## src/brake_consts.svh

```systemverilog
`ifndef BRAKE_CONSTS_SVH
`define BRAKE_CONSTS_SVH

// Register byte offsets
`define REG_IN_SEL      8'h00
`define REG_OUT_SEL     8'h04
`define REG_START_DLY   8'h08
`define REG_DECEL_DLY   8'h0C
`define REG_ENGAGE_SPD  8'h10
`define REG_DC_TIME     8'h14
`define REG_FAULT_TIME  8'h18
`define REG_STATUS      8'h1C
`define REG_IRQ_STAT    8'h20
`define REG_IRQ_MASK    8'h24

// Terminal function codes
`define CODE_OPEN_DONE  8'h0F
`define CODE_REQ_POS    8'h14
`define CODE_REQ_NEG    8'h78

// Reset values
`define RST_IN_SEL      32'h0000_0000
`define RST_OUT_SEL     16'h0000
`define RST_DELAY       16'h0064
`define RST_ENGAGE_SPD  16'h0010

// Interrupt bit positions
`define IRQ_FAULT       0
`define IRQ_OPENED      1
`define IRQ_CLOSED      2
`define IRQ_BITS        3

// Timing: delays count a 1 us tick
`define CLK_PERIOD_NS   8
`define TICK_NS         1000
`define TICK_CYCLES     (`TICK_NS / `CLK_PERIOD_NS)

// Zero-speed braking frequency is fixed
`define DC_BRAKE_FREQ   16'h0000

`endif

```

## src/brake_pkg.sv

```systemverilog
package brake_pkg;

  typedef enum logic [2:0] {
    ST_IDLE      = 3'b000,
    ST_START_DLY = 3'b001,
    ST_RUN       = 3'b010,
    ST_ZONE      = 3'b011,
    ST_DECEL_DLY = 3'b100,
    ST_DC_HOLD   = 3'b101
  } brake_state_t;

endpackage

```

## src/brake_delay_timer.sv

```systemverilog
`timescale 1ns/1ps
module brake_delay_timer #(
  parameter int W = 16
) (
  // Clock and reset
  input  wire logic         clk_in,
  input  wire logic         rst_in,
  // Control
  input  wire logic         tick_in,
  input  wire logic         start_in,
  input  wire logic         clear_in,
  input  wire logic [W-1:0] limit_in,
  // Status
  output logic              running_out,
  output logic              done_out
);

  logic [W-1:0] count_reg;

  always_ff @(posedge clk_in) begin
    if (rst_in || clear_in) begin
      count_reg   <= '0;
      running_out <= 1'b0;
      done_out    <= 1'b0;
    end else if (start_in) begin
      count_reg   <= '0;
      running_out <= 1'b1;
      done_out    <= 1'b0;
    end else if (running_out && tick_in) begin
      // Expiry stops and clears the count
      if (count_reg + 1'b1 >= limit_in || limit_in == '0) begin
        count_reg   <= '0;
        running_out <= 1'b0;
        done_out    <= 1'b1;
      end else begin
        count_reg <= count_reg + 1'b1;
        done_out  <= 1'b0;
      end
    end else begin
      done_out <= 1'b0;
    end
  end

endmodule

```

## src/brake_sequence_controller.sv

```systemverilog
`timescale 1ns/1ps
`include "brake_consts.svh"
module brake_sequence_controller
  import brake_pkg::*;
#(
  parameter int N_IN  = 4,
  parameter int N_OUT = 2,
  parameter int SPD_W = 16
) (
  // Clock and reset
  input  wire logic             SYS_CLK_IN,
  input  wire logic             RST_IN,
  // APB slave
  input  wire logic             PSEL_IN,
  input  wire logic             PENABLE_IN,
  input  wire logic             PWRITE_IN,
  input  wire logic [7:0]       PADDR_IN,
  input  wire logic [31:0]      PWDATA_IN,
  output logic      [31:0]      PRDATA_OUT,
  output logic                  PREADY_OUT,
  output logic                  PSLVERR_OUT,
  // Pins
  input  wire logic [N_IN-1:0]  TERM_IN,
  input  wire logic             START_IN,
  input  wire logic             PREEXCITE_CMD_IN,
  output logic      [N_OUT-1:0] TERM_OUT,
  // Drive core, same clock
  input  wire logic             VECTOR_CTRL_IN,
  input  wire logic             FULL_CLOSED_IN,
  input  wire logic             POSITION_FEED_IN,
  input  wire logic             FLUX_REACHED_IN,
  input  wire logic             OUTPUT_SHUTOFF_IN,
  input  wire logic             DECEL_AT_TARGET_IN,
  input  wire logic             SYS_FAILURE_IN,
  input  wire logic             FEED_START_IN,
  input  wire logic [SPD_W-1:0] SPEED_IN,
  // Drive core controls
  output logic                  BRAKE_OPEN_REQUEST_OUT,
  output logic                  RAMP_ENABLE_OUT,
  output logic                  DC_BRAKE_OUT,
  output logic      [15:0]      DC_BRAKE_FREQ_OUT,
  // Interrupt
  output logic                  IRQ_OUT
);

  ////////////////////////////////////////////////////////////////////////////
  // Pin synchronisers
  localparam int NS = N_IN + 2;
  logic [NS-1:0] sync1_reg;
  logic [NS-1:0] sync2_reg;

  always_ff @(posedge SYS_CLK_IN) begin
    if (RST_IN) begin
      sync1_reg <= '0;
      sync2_reg <= '0;
    end else begin
      sync1_reg <= {PREEXCITE_CMD_IN, START_IN, TERM_IN};
      sync2_reg <= sync1_reg;
    end
  end

  logic            start_s;
  logic            preexc_s;
  logic            start_d_reg;
  logic [N_IN-1:0] term_s;
  assign term_s   = sync2_reg[N_IN-1:0];
  assign start_s  = sync2_reg[N_IN];
  assign preexc_s = sync2_reg[N_IN+1];

  always_ff @(posedge SYS_CLK_IN) begin
    if (RST_IN) begin
      start_d_reg <= 1'b0;
    end else begin
      start_d_reg <= start_s;
    end
  end

  logic start_fall;
  assign start_fall = start_d_reg && !start_s;

  ////////////////////////////////////////////////////////////////////////////
  // Registers
  logic [31:0]          in_sel_reg;
  logic [2*N_OUT*4-1:0] out_sel_reg;
  logic [15:0]          start_dly_reg;
  logic [15:0]          decel_dly_reg;
  logic [SPD_W-1:0]     engage_spd_reg;
  logic [15:0]          dc_time_reg;
  logic [15:0]          fault_time_reg;
  logic [`IRQ_BITS-1:0] irq_stat_reg;
  logic [`IRQ_BITS-1:0] irq_mask_reg;
  logic                 pready_reg;
  logic                 wr_en;
  logic                 rd_en;

  // One wait state keeps read data and ready straight from flops
  assign wr_en = PSEL_IN && PENABLE_IN && PWRITE_IN && pready_reg;
  assign rd_en = PSEL_IN && PENABLE_IN && !pready_reg;

  always_ff @(posedge SYS_CLK_IN) begin
    if (RST_IN) begin
      in_sel_reg     <= `RST_IN_SEL;
      out_sel_reg    <= `RST_OUT_SEL;
      start_dly_reg  <= `RST_DELAY;
      decel_dly_reg  <= `RST_DELAY;
      engage_spd_reg <= `RST_ENGAGE_SPD;
      dc_time_reg    <= `RST_DELAY;
      fault_time_reg <= `RST_DELAY;
      irq_mask_reg   <= '0;
    end else if (wr_en) begin
      if (PADDR_IN == `REG_IN_SEL) begin
        in_sel_reg <= PWDATA_IN;
      end else if (PADDR_IN == `REG_OUT_SEL) begin
        out_sel_reg <= PWDATA_IN[2*N_OUT*4-1:0];
      end else if (PADDR_IN == `REG_START_DLY) begin
        start_dly_reg <= PWDATA_IN[15:0];
      end else if (PADDR_IN == `REG_DECEL_DLY) begin
        decel_dly_reg <= PWDATA_IN[15:0];
      end else if (PADDR_IN == `REG_ENGAGE_SPD) begin
        engage_spd_reg <= PWDATA_IN[SPD_W-1:0];
      end else if (PADDR_IN == `REG_DC_TIME) begin
        dc_time_reg <= PWDATA_IN[15:0];
      end else if (PADDR_IN == `REG_FAULT_TIME) begin
        fault_time_reg <= PWDATA_IN[15:0];
      end else if (PADDR_IN == `REG_IRQ_MASK) begin
        irq_mask_reg <= PWDATA_IN[`IRQ_BITS-1:0];
      end
    end
  end

  ////////////////////////////////////////////////////////////////////////////
  // Tick and terminal routing
  logic [7:0] tick_cnt_reg;
  logic       tick;
  assign tick = (tick_cnt_reg == 8'(`TICK_CYCLES - 1));

  always_ff @(posedge SYS_CLK_IN) begin
    if (RST_IN || tick) begin
      tick_cnt_reg <= '0;
    end else begin
      tick_cnt_reg <= tick_cnt_reg + 8'h01;
    end
  end

  logic [N_IN-1:0] done_hit;
  logic            done_s;
  for (genvar i = 0; i < N_IN; i++) begin : g_in
    assign done_hit[i] = (in_sel_reg[8*i +: 8] == `CODE_OPEN_DONE) && term_s[i];
  end
  assign done_s = |done_hit;

  logic req_reg;
  for (genvar j = 0; j < N_OUT; j++) begin : g_out
    always_ff @(posedge SYS_CLK_IN) begin
      if (RST_IN) begin
        TERM_OUT[j] <= 1'b0;
      end else if (out_sel_reg[8*j +: 8] == `CODE_REQ_POS) begin
        TERM_OUT[j] <= req_reg;
      end else if (out_sel_reg[8*j +: 8] == `CODE_REQ_NEG) begin
        TERM_OUT[j] <= !req_reg;
      end else begin
        TERM_OUT[j] <= 1'b0;
      end
    end
  end

  ////////////////////////////////////////////////////////////////////////////
  // Brake sequence
  brake_state_t state_reg;
  brake_state_t state_next;
  logic         req_next;
  logic         ramp_reg;
  logic         ramp_next;
  logic         dc_reg;
  logic         dc_next;
  logic         cause_reg;
  logic         relock_reg;
  logic         dc_ok;
  logic         seq_done;
  logic         seq_start;
  logic         seq_run;
  logic [15:0]  seq_limit;
  logic         zone_enter;

  // Full-closed hold needs vector control
  assign dc_ok = cause_reg && (!FULL_CLOSED_IN || VECTOR_CTRL_IN);
  assign zone_enter = start_fall || SYS_FAILURE_IN || (POSITION_FEED_IN && DECEL_AT_TARGET_IN);

  always_comb begin
    state_next = state_reg;
    req_next   = req_reg;
    ramp_next  = ramp_reg;
    dc_next    = dc_reg;
    if (OUTPUT_SHUTOFF_IN) begin
      state_next = ST_IDLE;
      req_next   = 1'b0;
      ramp_next  = 1'b0;
      dc_next    = 1'b0;
    end else begin
      case (state_reg)
        ST_IDLE: begin
          if (VECTOR_CTRL_IN && FLUX_REACHED_IN && (preexc_s || start_s) && !relock_reg) begin
            state_next = ST_START_DLY;
            req_next   = 1'b1;
          end
        end
        ST_START_DLY: begin
          // Only a start that rises inside the delay skips it; start-first waits
          if (start_s && !start_d_reg) begin
            ramp_next = 1'b1;
          end
          if (seq_done) begin
            state_next = ST_RUN;
            ramp_next  = 1'b1;
          end
        end
        ST_RUN: begin
          // Low speed alone never ends the feed
          if (zone_enter) begin
            state_next = ST_ZONE;
            ramp_next  = 1'b0;
          end
        end
        ST_ZONE: begin
          if (FEED_START_IN) begin
            state_next = ST_RUN;
            ramp_next  = 1'b1;
          end else if (SPEED_IN <= engage_spd_reg) begin
            state_next = ST_DECEL_DLY;
          end
        end
        ST_DECEL_DLY: begin
          if (FEED_START_IN) begin
            state_next = ST_RUN;
            ramp_next  = 1'b1;
          end else if (seq_done) begin
            req_next = 1'b0;
            if (dc_ok) begin
              state_next = ST_DC_HOLD;
              dc_next    = 1'b1;
            end else begin
              state_next = ST_IDLE;
            end
          end
        end
        ST_DC_HOLD: begin
          if (!done_s || seq_done) begin
            state_next = ST_IDLE;
            dc_next    = 1'b0;
          end
        end
        default: begin
          state_next = ST_IDLE;
          req_next   = 1'b0;
          ramp_next  = 1'b0;
          dc_next    = 1'b0;
        end
      endcase
    end
  end

  always_ff @(posedge SYS_CLK_IN) begin
    if (RST_IN) begin
      state_reg <= ST_IDLE;
      req_reg   <= 1'b0;
      ramp_reg  <= 1'b0;
      dc_reg    <= 1'b0;
    end else begin
      state_reg <= state_next;
      req_reg   <= req_next;
      ramp_reg  <= ramp_next;
      dc_reg    <= dc_next;
    end
  end

  // Stop cause decides whether zero speed hold applies
  always_ff @(posedge SYS_CLK_IN) begin
    if (RST_IN) begin
      cause_reg <= 1'b0;
    end else if (state_reg == ST_RUN && zone_enter) begin
      cause_reg <= start_fall || SYS_FAILURE_IN;
    end
  end

  // Stop with request low needs pre-excite dropped once
  always_ff @(posedge SYS_CLK_IN) begin
    if (RST_IN) begin
      relock_reg <= 1'b0;
    end else if (!preexc_s) begin
      relock_reg <= 1'b0;
    end else if (req_reg && !req_next) begin
      relock_reg <= 1'b1;
    end
  end

  assign seq_start = (state_next != state_reg) && !OUTPUT_SHUTOFF_IN &&
                     (state_next == ST_START_DLY || state_next == ST_DECEL_DLY || state_next == ST_DC_HOLD);
  assign seq_limit = (state_next == ST_START_DLY) ? start_dly_reg :
                     (state_next == ST_DECEL_DLY) ? decel_dly_reg : dc_time_reg;

  // Shared timer: only one sequence delay runs at a time
  brake_delay_timer #(.W(16)) u_seq_timer (
    .clk_in      (SYS_CLK_IN),
    .rst_in      (RST_IN),
    .tick_in     (tick),
    .start_in    (seq_start),
    .clear_in    (OUTPUT_SHUTOFF_IN || (FEED_START_IN && (state_reg == ST_ZONE || state_reg == ST_DECEL_DLY))),
    .limit_in    (seq_limit),
    .running_out (seq_run),
    .done_out    (seq_done)
  );

  ////////////////////////////////////////////////////////////////////////////
  // Sequence fault check
  logic req_d_reg;
  logic fault_done;

  always_ff @(posedge SYS_CLK_IN) begin
    if (RST_IN) begin
      req_d_reg <= 1'b0;
    end else begin
      req_d_reg <= req_reg;
    end
  end

  brake_delay_timer #(.W(16)) u_fault_timer (
    .clk_in      (SYS_CLK_IN),
    .rst_in      (RST_IN),
    .tick_in     (tick),
    .start_in    (req_reg != req_d_reg),
    .clear_in    (done_s == req_reg && req_reg == req_d_reg),
    .limit_in    (fault_time_reg),
    .running_out (),
    .done_out    (fault_done)
  );

  ////////////////////////////////////////////////////////////////////////////
  // Interrupts and outputs
  logic [`IRQ_BITS-1:0] irq_ev;
  logic [`IRQ_BITS-1:0] irq_stat_next;
  logic [`IRQ_BITS-1:0] irq_w1c;

  assign irq_ev[`IRQ_FAULT]  = fault_done;
  assign irq_ev[`IRQ_OPENED] = req_reg && !req_d_reg;
  assign irq_ev[`IRQ_CLOSED] = !req_reg && req_d_reg;
  assign irq_w1c = (wr_en && PADDR_IN == `REG_IRQ_STAT) ? PWDATA_IN[`IRQ_BITS-1:0] : '0;
  // New events win over a same-cycle clear
  assign irq_stat_next = (irq_stat_reg & ~irq_w1c) | irq_ev;

  always_ff @(posedge SYS_CLK_IN) begin
    if (RST_IN) begin
      irq_stat_reg           <= '0;
      IRQ_OUT                <= 1'b0;
      BRAKE_OPEN_REQUEST_OUT <= 1'b0;
      RAMP_ENABLE_OUT        <= 1'b0;
      DC_BRAKE_OUT           <= 1'b0;
      DC_BRAKE_FREQ_OUT      <= `DC_BRAKE_FREQ;
    end else begin
      irq_stat_reg           <= irq_stat_next;
      IRQ_OUT                <= |(irq_stat_next & irq_mask_reg);
      BRAKE_OPEN_REQUEST_OUT <= req_reg;
      RAMP_ENABLE_OUT        <= ramp_reg;
      DC_BRAKE_OUT           <= dc_reg;
      DC_BRAKE_FREQ_OUT      <= `DC_BRAKE_FREQ;
    end
  end

  always_ff @(posedge SYS_CLK_IN) begin
    if (RST_IN) begin
      pready_reg <= 1'b0;
      PRDATA_OUT <= '0;
      PSLVERR_OUT <= 1'b0;
    end else begin
      pready_reg <= PSEL_IN && PENABLE_IN && !pready_reg;
      if (rd_en) begin
        PSLVERR_OUT <= 1'b0;
        if (PADDR_IN == `REG_IN_SEL) begin
          PRDATA_OUT <= in_sel_reg;
        end else if (PADDR_IN == `REG_OUT_SEL) begin
          PRDATA_OUT <= 32'(out_sel_reg);
        end else if (PADDR_IN == `REG_START_DLY) begin
          PRDATA_OUT <= {16'h0000, start_dly_reg};
        end else if (PADDR_IN == `REG_DECEL_DLY) begin
          PRDATA_OUT <= {16'h0000, decel_dly_reg};
        end else if (PADDR_IN == `REG_ENGAGE_SPD) begin
          PRDATA_OUT <= 32'(engage_spd_reg);
        end else if (PADDR_IN == `REG_DC_TIME) begin
          PRDATA_OUT <= {16'h0000, dc_time_reg};
        end else if (PADDR_IN == `REG_FAULT_TIME) begin
          PRDATA_OUT <= {16'h0000, fault_time_reg};
        end else if (PADDR_IN == `REG_STATUS) begin
          PRDATA_OUT <= {24'h00_0000, seq_run, state_reg, dc_reg, ramp_reg, done_s, req_reg};
        end else if (PADDR_IN == `REG_IRQ_STAT) begin
          PRDATA_OUT <= 32'(irq_stat_reg);
        end else if (PADDR_IN == `REG_IRQ_MASK) begin
          PRDATA_OUT <= 32'(irq_mask_reg);
        end else begin
          PRDATA_OUT  <= '0;
          PSLVERR_OUT <= 1'b1;
        end
      end
    end
  end

  assign PREADY_OUT = pready_reg;
endmodule

```

## config.mk

```make
export PLATFORM = sky130hd
export DESIGN_NAME = brake_sequence_controller
export DESIGN_NICKNAME = d
export VERILOG_FILES = /design/src/brake_pkg.sv /design/src/brake_delay_timer.sv /design/src/brake_sequence_controller.sv
export VERILOG_INCLUDE_DIRS = /design/src
export SDC_FILE = /design/constraint.sdc
export NUM_CORES = 1
export LEC_CHECK = 0
export BUFFER_PORTS_ARGS = -buffer_cell sky130_fd_sc_hd__buf_4
export CORE_AREA = 2 2 158 160
export CTS_CLUSTER_DIAMETER = 100
export CTS_CLUSTER_SIZE = 24
export DETAILED_ROUTE_END_ITERATION = 6
export DIE_AREA = 0 0 160 162
export GPL_TIMING_DRIVEN = 0
export PLACE_DENSITY_LB_ADDON = 0.3
export SLEW_MARGIN = 20
export SYNTH_ARGS = -nofsm -noshare
export SYNTH_HDL_FRONTEND = slang
export SYNTH_SLANG_ARGS = --single-unit
```

## constraint.sdc

```tcl
create_clock -name SYS_CLK_IN -period 11.59 [get_ports SYS_CLK_IN]
set_input_delay 0.5795 -clock SYS_CLK_IN [delete_from_list [all_inputs] [get_ports SYS_CLK_IN]]
set_output_delay 0.5795 -clock SYS_CLK_IN [all_outputs]
set_load 0.02 [all_outputs]
```

# Word level (Yosys, flattened, before mapping)
# Cells that the tools add are included.
# totals
regBits,239
input_bits,75
word_cells,238
# classes
addsub,3
n_lt_le_gt_ge,3
eq_ne,37
n_mux,63
bitwise,16
reduce_logical,82
# op_table
operator,count
$mux W16,10
$eq A8 B4 Y1 const B,6
$eq A8 B5 Y1 const B,6
$mux W3,13
$mux W1,34
$add A16 B1 Y16 const B,2
$ge A16 B16 Y1,2
$logic_not A16 Y1,2
$mux W32,1
$logic_and A1 B1 Y1,26
$eq A8 B7 Y1 const B,3
$pmux W3 S6,1
$eq A8 B6 Y1 const B,2
$le A16 B16 Y1,1
$logic_or A1 B1 Y1,14
$eq A3 B3 Y1 const B,4
$not A1 Y1,12
$reduce_or A2 Y1,6
$reduce_or A4 Y1,3
$logic_not A1 Y1,10
$reduce_and A5 Y1,2
$reduce_and A9 Y1,1
$reduce_or A3 Y1,3
$add A8 B1 Y8 const B,1
other kinds (24),39

# Logic depth before layout (Yosys ltp)
# depth
depth_word,16
mapped_depth,21

# Cells and area by module
# Synthesis repeated with hierarchy kept, for this count alone.
# unflattened
hier_cells,1570
area_unflattened_um2,12380.6
# modules_own_cells
mod,instances,cells_per_inst,area_each_um2,seq_area_each_um2
brake_sequence_controller,1,1200,9412.8,4063.9
brake_delay_timer,2,185,1483.9,360.3

# Least setup slack after synthesis
# Ideal clock, no wire load.
# synth_path
kind,input-to-reg
startpoint,in SPEED_IN[15]
endpoint,reg u_seq_timer.count_reg[10]
setup_time_ps,72
arrival_ps,4766
required_time_ps,11518
setup_slack_ps,6753
stages,19
path_buffers,1
cell_sequence,ha_1 > nand4_1 > nor4_1 > nor2_1 > a21oi_1 > nand3_1 > buf_2 > mux2i_1 > o21ai_0 > ha_1 > nor2b_1 > o21ai_0 > a21oi_1 > o21ai_1 > a2111oi_0 > nor2_1 > a211oi_2 > nand4bb_4 > o21ai_2
# synth_via
elab_chain_len,11
# synth_lines
item,line,rtl
"start, declared",brake_sequence_controller.sv:36,"input wire logic [SPD_W-1:0] SPEED_IN,"
$le A16 B16 Y1 (*),brake_sequence_controller.sv:228,end else if (SPEED_IN <= engage_spd_reg) begin
$mux W3 (*),brake_sequence_controller.sv:228,
$mux W3 (*),brake_sequence_controller.sv:225,if (FEED_START_IN) begin
$pmux W3 S6 (*),brake_sequence_controller.sv:200,case (state_reg)
$mux W3 (*),brake_sequence_controller.sv:194,if (OUTPUT_SHUTOFF_IN) begin
$eq A3 B3 Y1,"brake_sequence_controller.sv:297, brake_sequence_controller.sv:299",
$mux W16,brake_sequence_controller.sv:299,(state_next == ST_DECEL_DLY) ? decel_dly_reg : dc_time_reg;
$mux W16,brake_sequence_controller.sv:298,assign seq_limit = (state_next == ST_START_DLY) ? start_dly_reg :
$ge A16 B16 Y1 or $logic_not A16 Y1 (tied branches),brake_delay_timer.sv:31,if (count_reg + 1'b1 >= limit_in || limit_in == '0) begin
$logic_or A1 B1 Y1,brake_delay_timer.sv:31,
$mux W16,brake_delay_timer.sv:31,
"end signal, assigned",brake_delay_timer.sv:36,count_reg <= count_reg + 1'b1;
"end, declared",brake_delay_timer.sv:18,logic [W-1:0] count_reg;
# Mark *: on every way between the ends. The rest lies on a longest branch, timed or not.
# A chain may end at the register's enable or synchronous reset.

# Worst setup path after layout
# layout_path
startpoint,reg engage_spd_reg[13]
endpoint,reg u_seq_timer.count_reg[1]
# layout_via
elab_chain_len,11
# layout_lines
item,line,rtl
"start, declared",brake_sequence_controller.sv:87,logic [SPD_W-1:0] engage_spd_reg;
"start signal, assigned",brake_sequence_controller.sv:106,engage_spd_reg <= `RST_ENGAGE_SPD;
"start signal, assigned",brake_sequence_controller.sv:120,engage_spd_reg <= PWDATA_IN[SPD_W-1:0];
$le A16 B16 Y1 (*),brake_sequence_controller.sv:228,
$mux W3 (*),brake_sequence_controller.sv:228,
$mux W3 (*),brake_sequence_controller.sv:225,
$pmux W3 S6 (*),brake_sequence_controller.sv:200,
$mux W3 (*),brake_sequence_controller.sv:194,
$eq A3 B3 Y1,"brake_sequence_controller.sv:297, brake_sequence_controller.sv:299",
$mux W16,brake_sequence_controller.sv:299,
$mux W16,brake_sequence_controller.sv:298,
$ge A16 B16 Y1 or $logic_not A16 Y1 (tied branches),brake_delay_timer.sv:31,
$logic_or A1 B1 Y1,brake_delay_timer.sv:31,
$mux W16,brake_delay_timer.sv:31,
# Marks and branches as above.

==> flow_metrics.py <==
metrics = {
    "logic_synthesis": {
        "synthSimpleGateAreaFrac": 0.247,
        "synth_compound_area_frac": 0.183,
        "synth_largest_area_cell": "dfxtp_1",
        "synth.distinct_cells": 77,
        "synth.area.mux_share": 0.0344,
        "synth_edf_count": 0,
        "synth-seq-cells": 239,
        "netlist_area_um2": 12000,
        "syn_inst": 1489,
        "synthAdderAreaFrac": 0.0564,
        "yosysWarnings": 0,
        "synth_xor_xnor_area_share": 0.0249,
        "post-synth-top-count-cell": "nand2_1",
        "synth_top_area_frac": 0.400,
        "yosys-top-cells-area": "dfxtp_1, nand2_1, a21oi_1",
        "synth_commonest_cells": "nand2_1, dfxtp_1, a21oi_1, nor2_1, clkbuf_1",
        "synth.avg_cell_area_um2": 8.04,
        "synthFlopType": "dfxtp_1",
        "yosysSeqAreaShare": 0.400,
        "async_flop_share": 0,
        "synth_top_family_by_area": "simple AND/OR/NAND/NOR gates",
    },
    "global_route": {
        "grt_use_total": 0.294,
        "grt_first_pass_wirelength_um": 59700,
        "grt_start_max_net_pins": 25,
        "overflow": 0,
        "grt_pass1_vias": 10500,
        "antenna_found_initial": 0,
    },
    "floorplan": {
        "initial_utilization": 0.497,
        "placementRows": 57,
        "die_y_um": 162,
        "design.core.area_um2": 24100,
        "ioPinCount": 131,
        "die_area_um2": 25900,
        "die_x_um": 160,
    },
    "cts": {
        "clk_path_buf_depth": 3,
        "htree_levels": 1,
        "cts_inserted_buffers": 13,
        "cts_resized": 0,
        "cts.clk_slew.worst_paths_ps": 100,
        "holdBufCountCts": 0,
        "postCtsSetupBuffers": 0,
        "cts_sinks": 239,
        "cts_tree": "built",
        "clock_latency_ps": 490,
        "root_buffer": "clkbuf_16",
    },
    "sta": {
        "fin_crit_sh": 0.525,
        "hold_viol_final": 0,
        "setup_viol": 0,
        "worst_slew_pin_slew_ps": 1030,
        "tns_ps": 0,
        "fin_ws_ps": 5500,
        "min_period_ps": 6090,
        "finalMaxSlewViolations": 0,
        "holdWs_ps": 297,
        "max-slew-margin-rel": 0.306,
        "rsz0062_at_grt": "false",
        "skew_ps": 14.6,
        "timing.fmax_mhz": 164,
    },
    "placement": {
        "dpl.hpwl_um": 29500,
        "place_congestion": 1.02,
        "portBuffers": 109,
        "dp_slack_ps": 5450,
    },
    "power_and_ir_drop": {
        "power.leakage_uw": 0.00521,
        "peakVddDrop_mv": 0.0904,
        "powerDensity_nw_per_um2": 105,
    },
    "drt": {
        "highest_layer": "met4",
        "wl_met3_um": 3590,
        "drt-initial-drc-count": 1381,
        "ant_nets": 0,
        "drt_wl_total_um": 39100,
        "wl_per_cell_um": 20.0,
        "first_pass_iters": 6,
        "drc": 0,
        "vias_per_cell": 5.84,
        "wl_met2_um": 17300,
        "vias": 11400,
        "wl_met1_um": 16900,
    },
    "hold_path": {
        "worstHoldStart": "TERM_IN[3]",
        "whs_path_depth": 2,
        "worstHoldEndpoint": "sync1_reg[3]",
        "hold_path_class": "input pin to register",
    },
    "critical_path": {
        "r2r-start": "engage_spd_reg[13]",
        "r2r_end": "u_seq_timer.count_reg[1]",
        "cp-end-kind": "register",
        "cp.arrival_ps": 6510,
        "max_stage_delay_ps": 830,
        "critPathKind": "register to register",
        "cpMaxStageDelayCell": "nor4_1",
        "reg2reg_slack_ps": 5500,
        "required_ps": 12010,
        "critPathMaxFanout": 10,
        "worstPathCellList": "inv_1, ha_1, nand4_1, nor4_1, nor2_1, a21oi_1, nand3_1, buf_2, mux2i_1, o21ai_0, ha_1, nor2b_1, o21ai_0, a21oi_1, o21ai_1, a2111oi_0, nor2_1, a211oi_2, nand4bb_4, o21ai_2",
        "critPathLaunchType": "register",
        "reg2regPathDepth": 20,
    },
    "run_status": {
        "status": "completed",
    },
    "layout": {
        "fin_nets": 1757,
        "syn_to_final_growth_pct": 13.5,
        "drive_gt1_frac": 0.106,
        "diodes": 0,
    },
    "flow_run": {
        "maxCapViolations": 0,
    },
}
[stage by stage]
| stage | area, um^2 | cells | utilization | total power (uW) |
|---|---|---|---|---|
| after floorplan | 12000 | 1504 | - | 902 |
| after global placement | 13300 | 1937 | 0.550 | 957 |
| after detailed placement | 13300 | 1937 | 0.550 | 958 |
| after CTS | 13600 | 1952 | 0.564 | 1420 |
| after global routing | 13600 | 1952 | 0.564 | 1460 |
| final | 13600 | 1952 | 0.564 | 1420 |
[power breakdown]
group	switching [uW]	internal (uW)	leakage [uW]	total, uW
Combinational	71.6	39.8	0.00312	111
Clock	276	206	0.000166	483
Sequential	3.90	826	0.00193	830
[kinds of logic (layout without fill, tap and decap cells)]
family                     after synthesis  in the layout
buffers and inverters                  154            278
DFF                                    239            239
muxes                                   41             41
xor gates and xnor gates                34             34
adders and majority gates               54             54
other                                    1             16
and+or+nand+nor                        628            628
AOI/OAI and AO/OA                      338            338
[layer usage]
layer	GRT usage	up-vias
li1	-	5449
met1	0.418	5327
met2	0.470	541
met3	0.0358	81
met4	0.0897	0
met5	0	-
[how the worst max path moves through the flow]
stage	from	end	slack [ps]	depth (start not counted)
after floorplan	SPEED_IN[15]	u_seq_timer.count_reg[10]	6750	19
after global placement	SPEED_IN[15]	u_seq_timer.count_reg[12]	5360	20
after detailed placement	SPEED_IN[15]	u_seq_timer.count_reg[1]	5450	20
after CTS	engage_spd_reg[15]	u_seq_timer.count_reg[1]	5620	20
after global routing	engage_spd_reg[14]	u_seq_timer.count_reg[10]	5070	20
final	engage_spd_reg[13]	u_seq_timer.count_reg[1]	5500	20
[critical path, delay by kind of cell (launching register included)]
family / cells / cell delay, ps
adders and majority gates: 2 / 570
buffers and inverters: 2 / 450
muxes: 1 / 150
and+or+nand+nor: 7 / 2100
DFF: 1 / 440
AOI/OAI and AO/OA: 8 / 2290
[cell type report]
cell class | instances | area, um^2
clock inverters | 1 | 8.76
well taps | 324 | 405
repair buffers | 109 | 818
plain buffers | 102 | 457
flip-flops and latches | 239 | 4780
fillers | 2310 | 10500
clock buffers | 14 | 329
inverters | 52 | 195
multi-input cells | 1111 | 6590
[cell usage in the layout (no fill, tap or decap), types with 5 or more instances in the layout]
cell,count
nand2_1,307
dfxtp_1,239
a21oi_1,165
buf_4,125
nor2_1,113
clkbuf_1,80
ha_1,54
inv_1,51
nand3_1,48
a22oi_1,43
mux2i_1,40
nor2b_1,29
nor4_1,26
o21ai_0,23
xor2_1,21
conb_1,16
nor3_1,15
and3_1,14
nand4_1,14
xnor2_1,13
a22o_1,13
a222oi_1,13
clkbuf_16,13
o21ai_2,10
a21o_1,9
nand3b_1,8
nand2b_1,8
o211ai_1,7
or4b_1,7
a211o_1,7
nor3b_1,7
a221oi_1,7
buf_2,5
No activity file was read; power rests on OpenSTA's default activity.
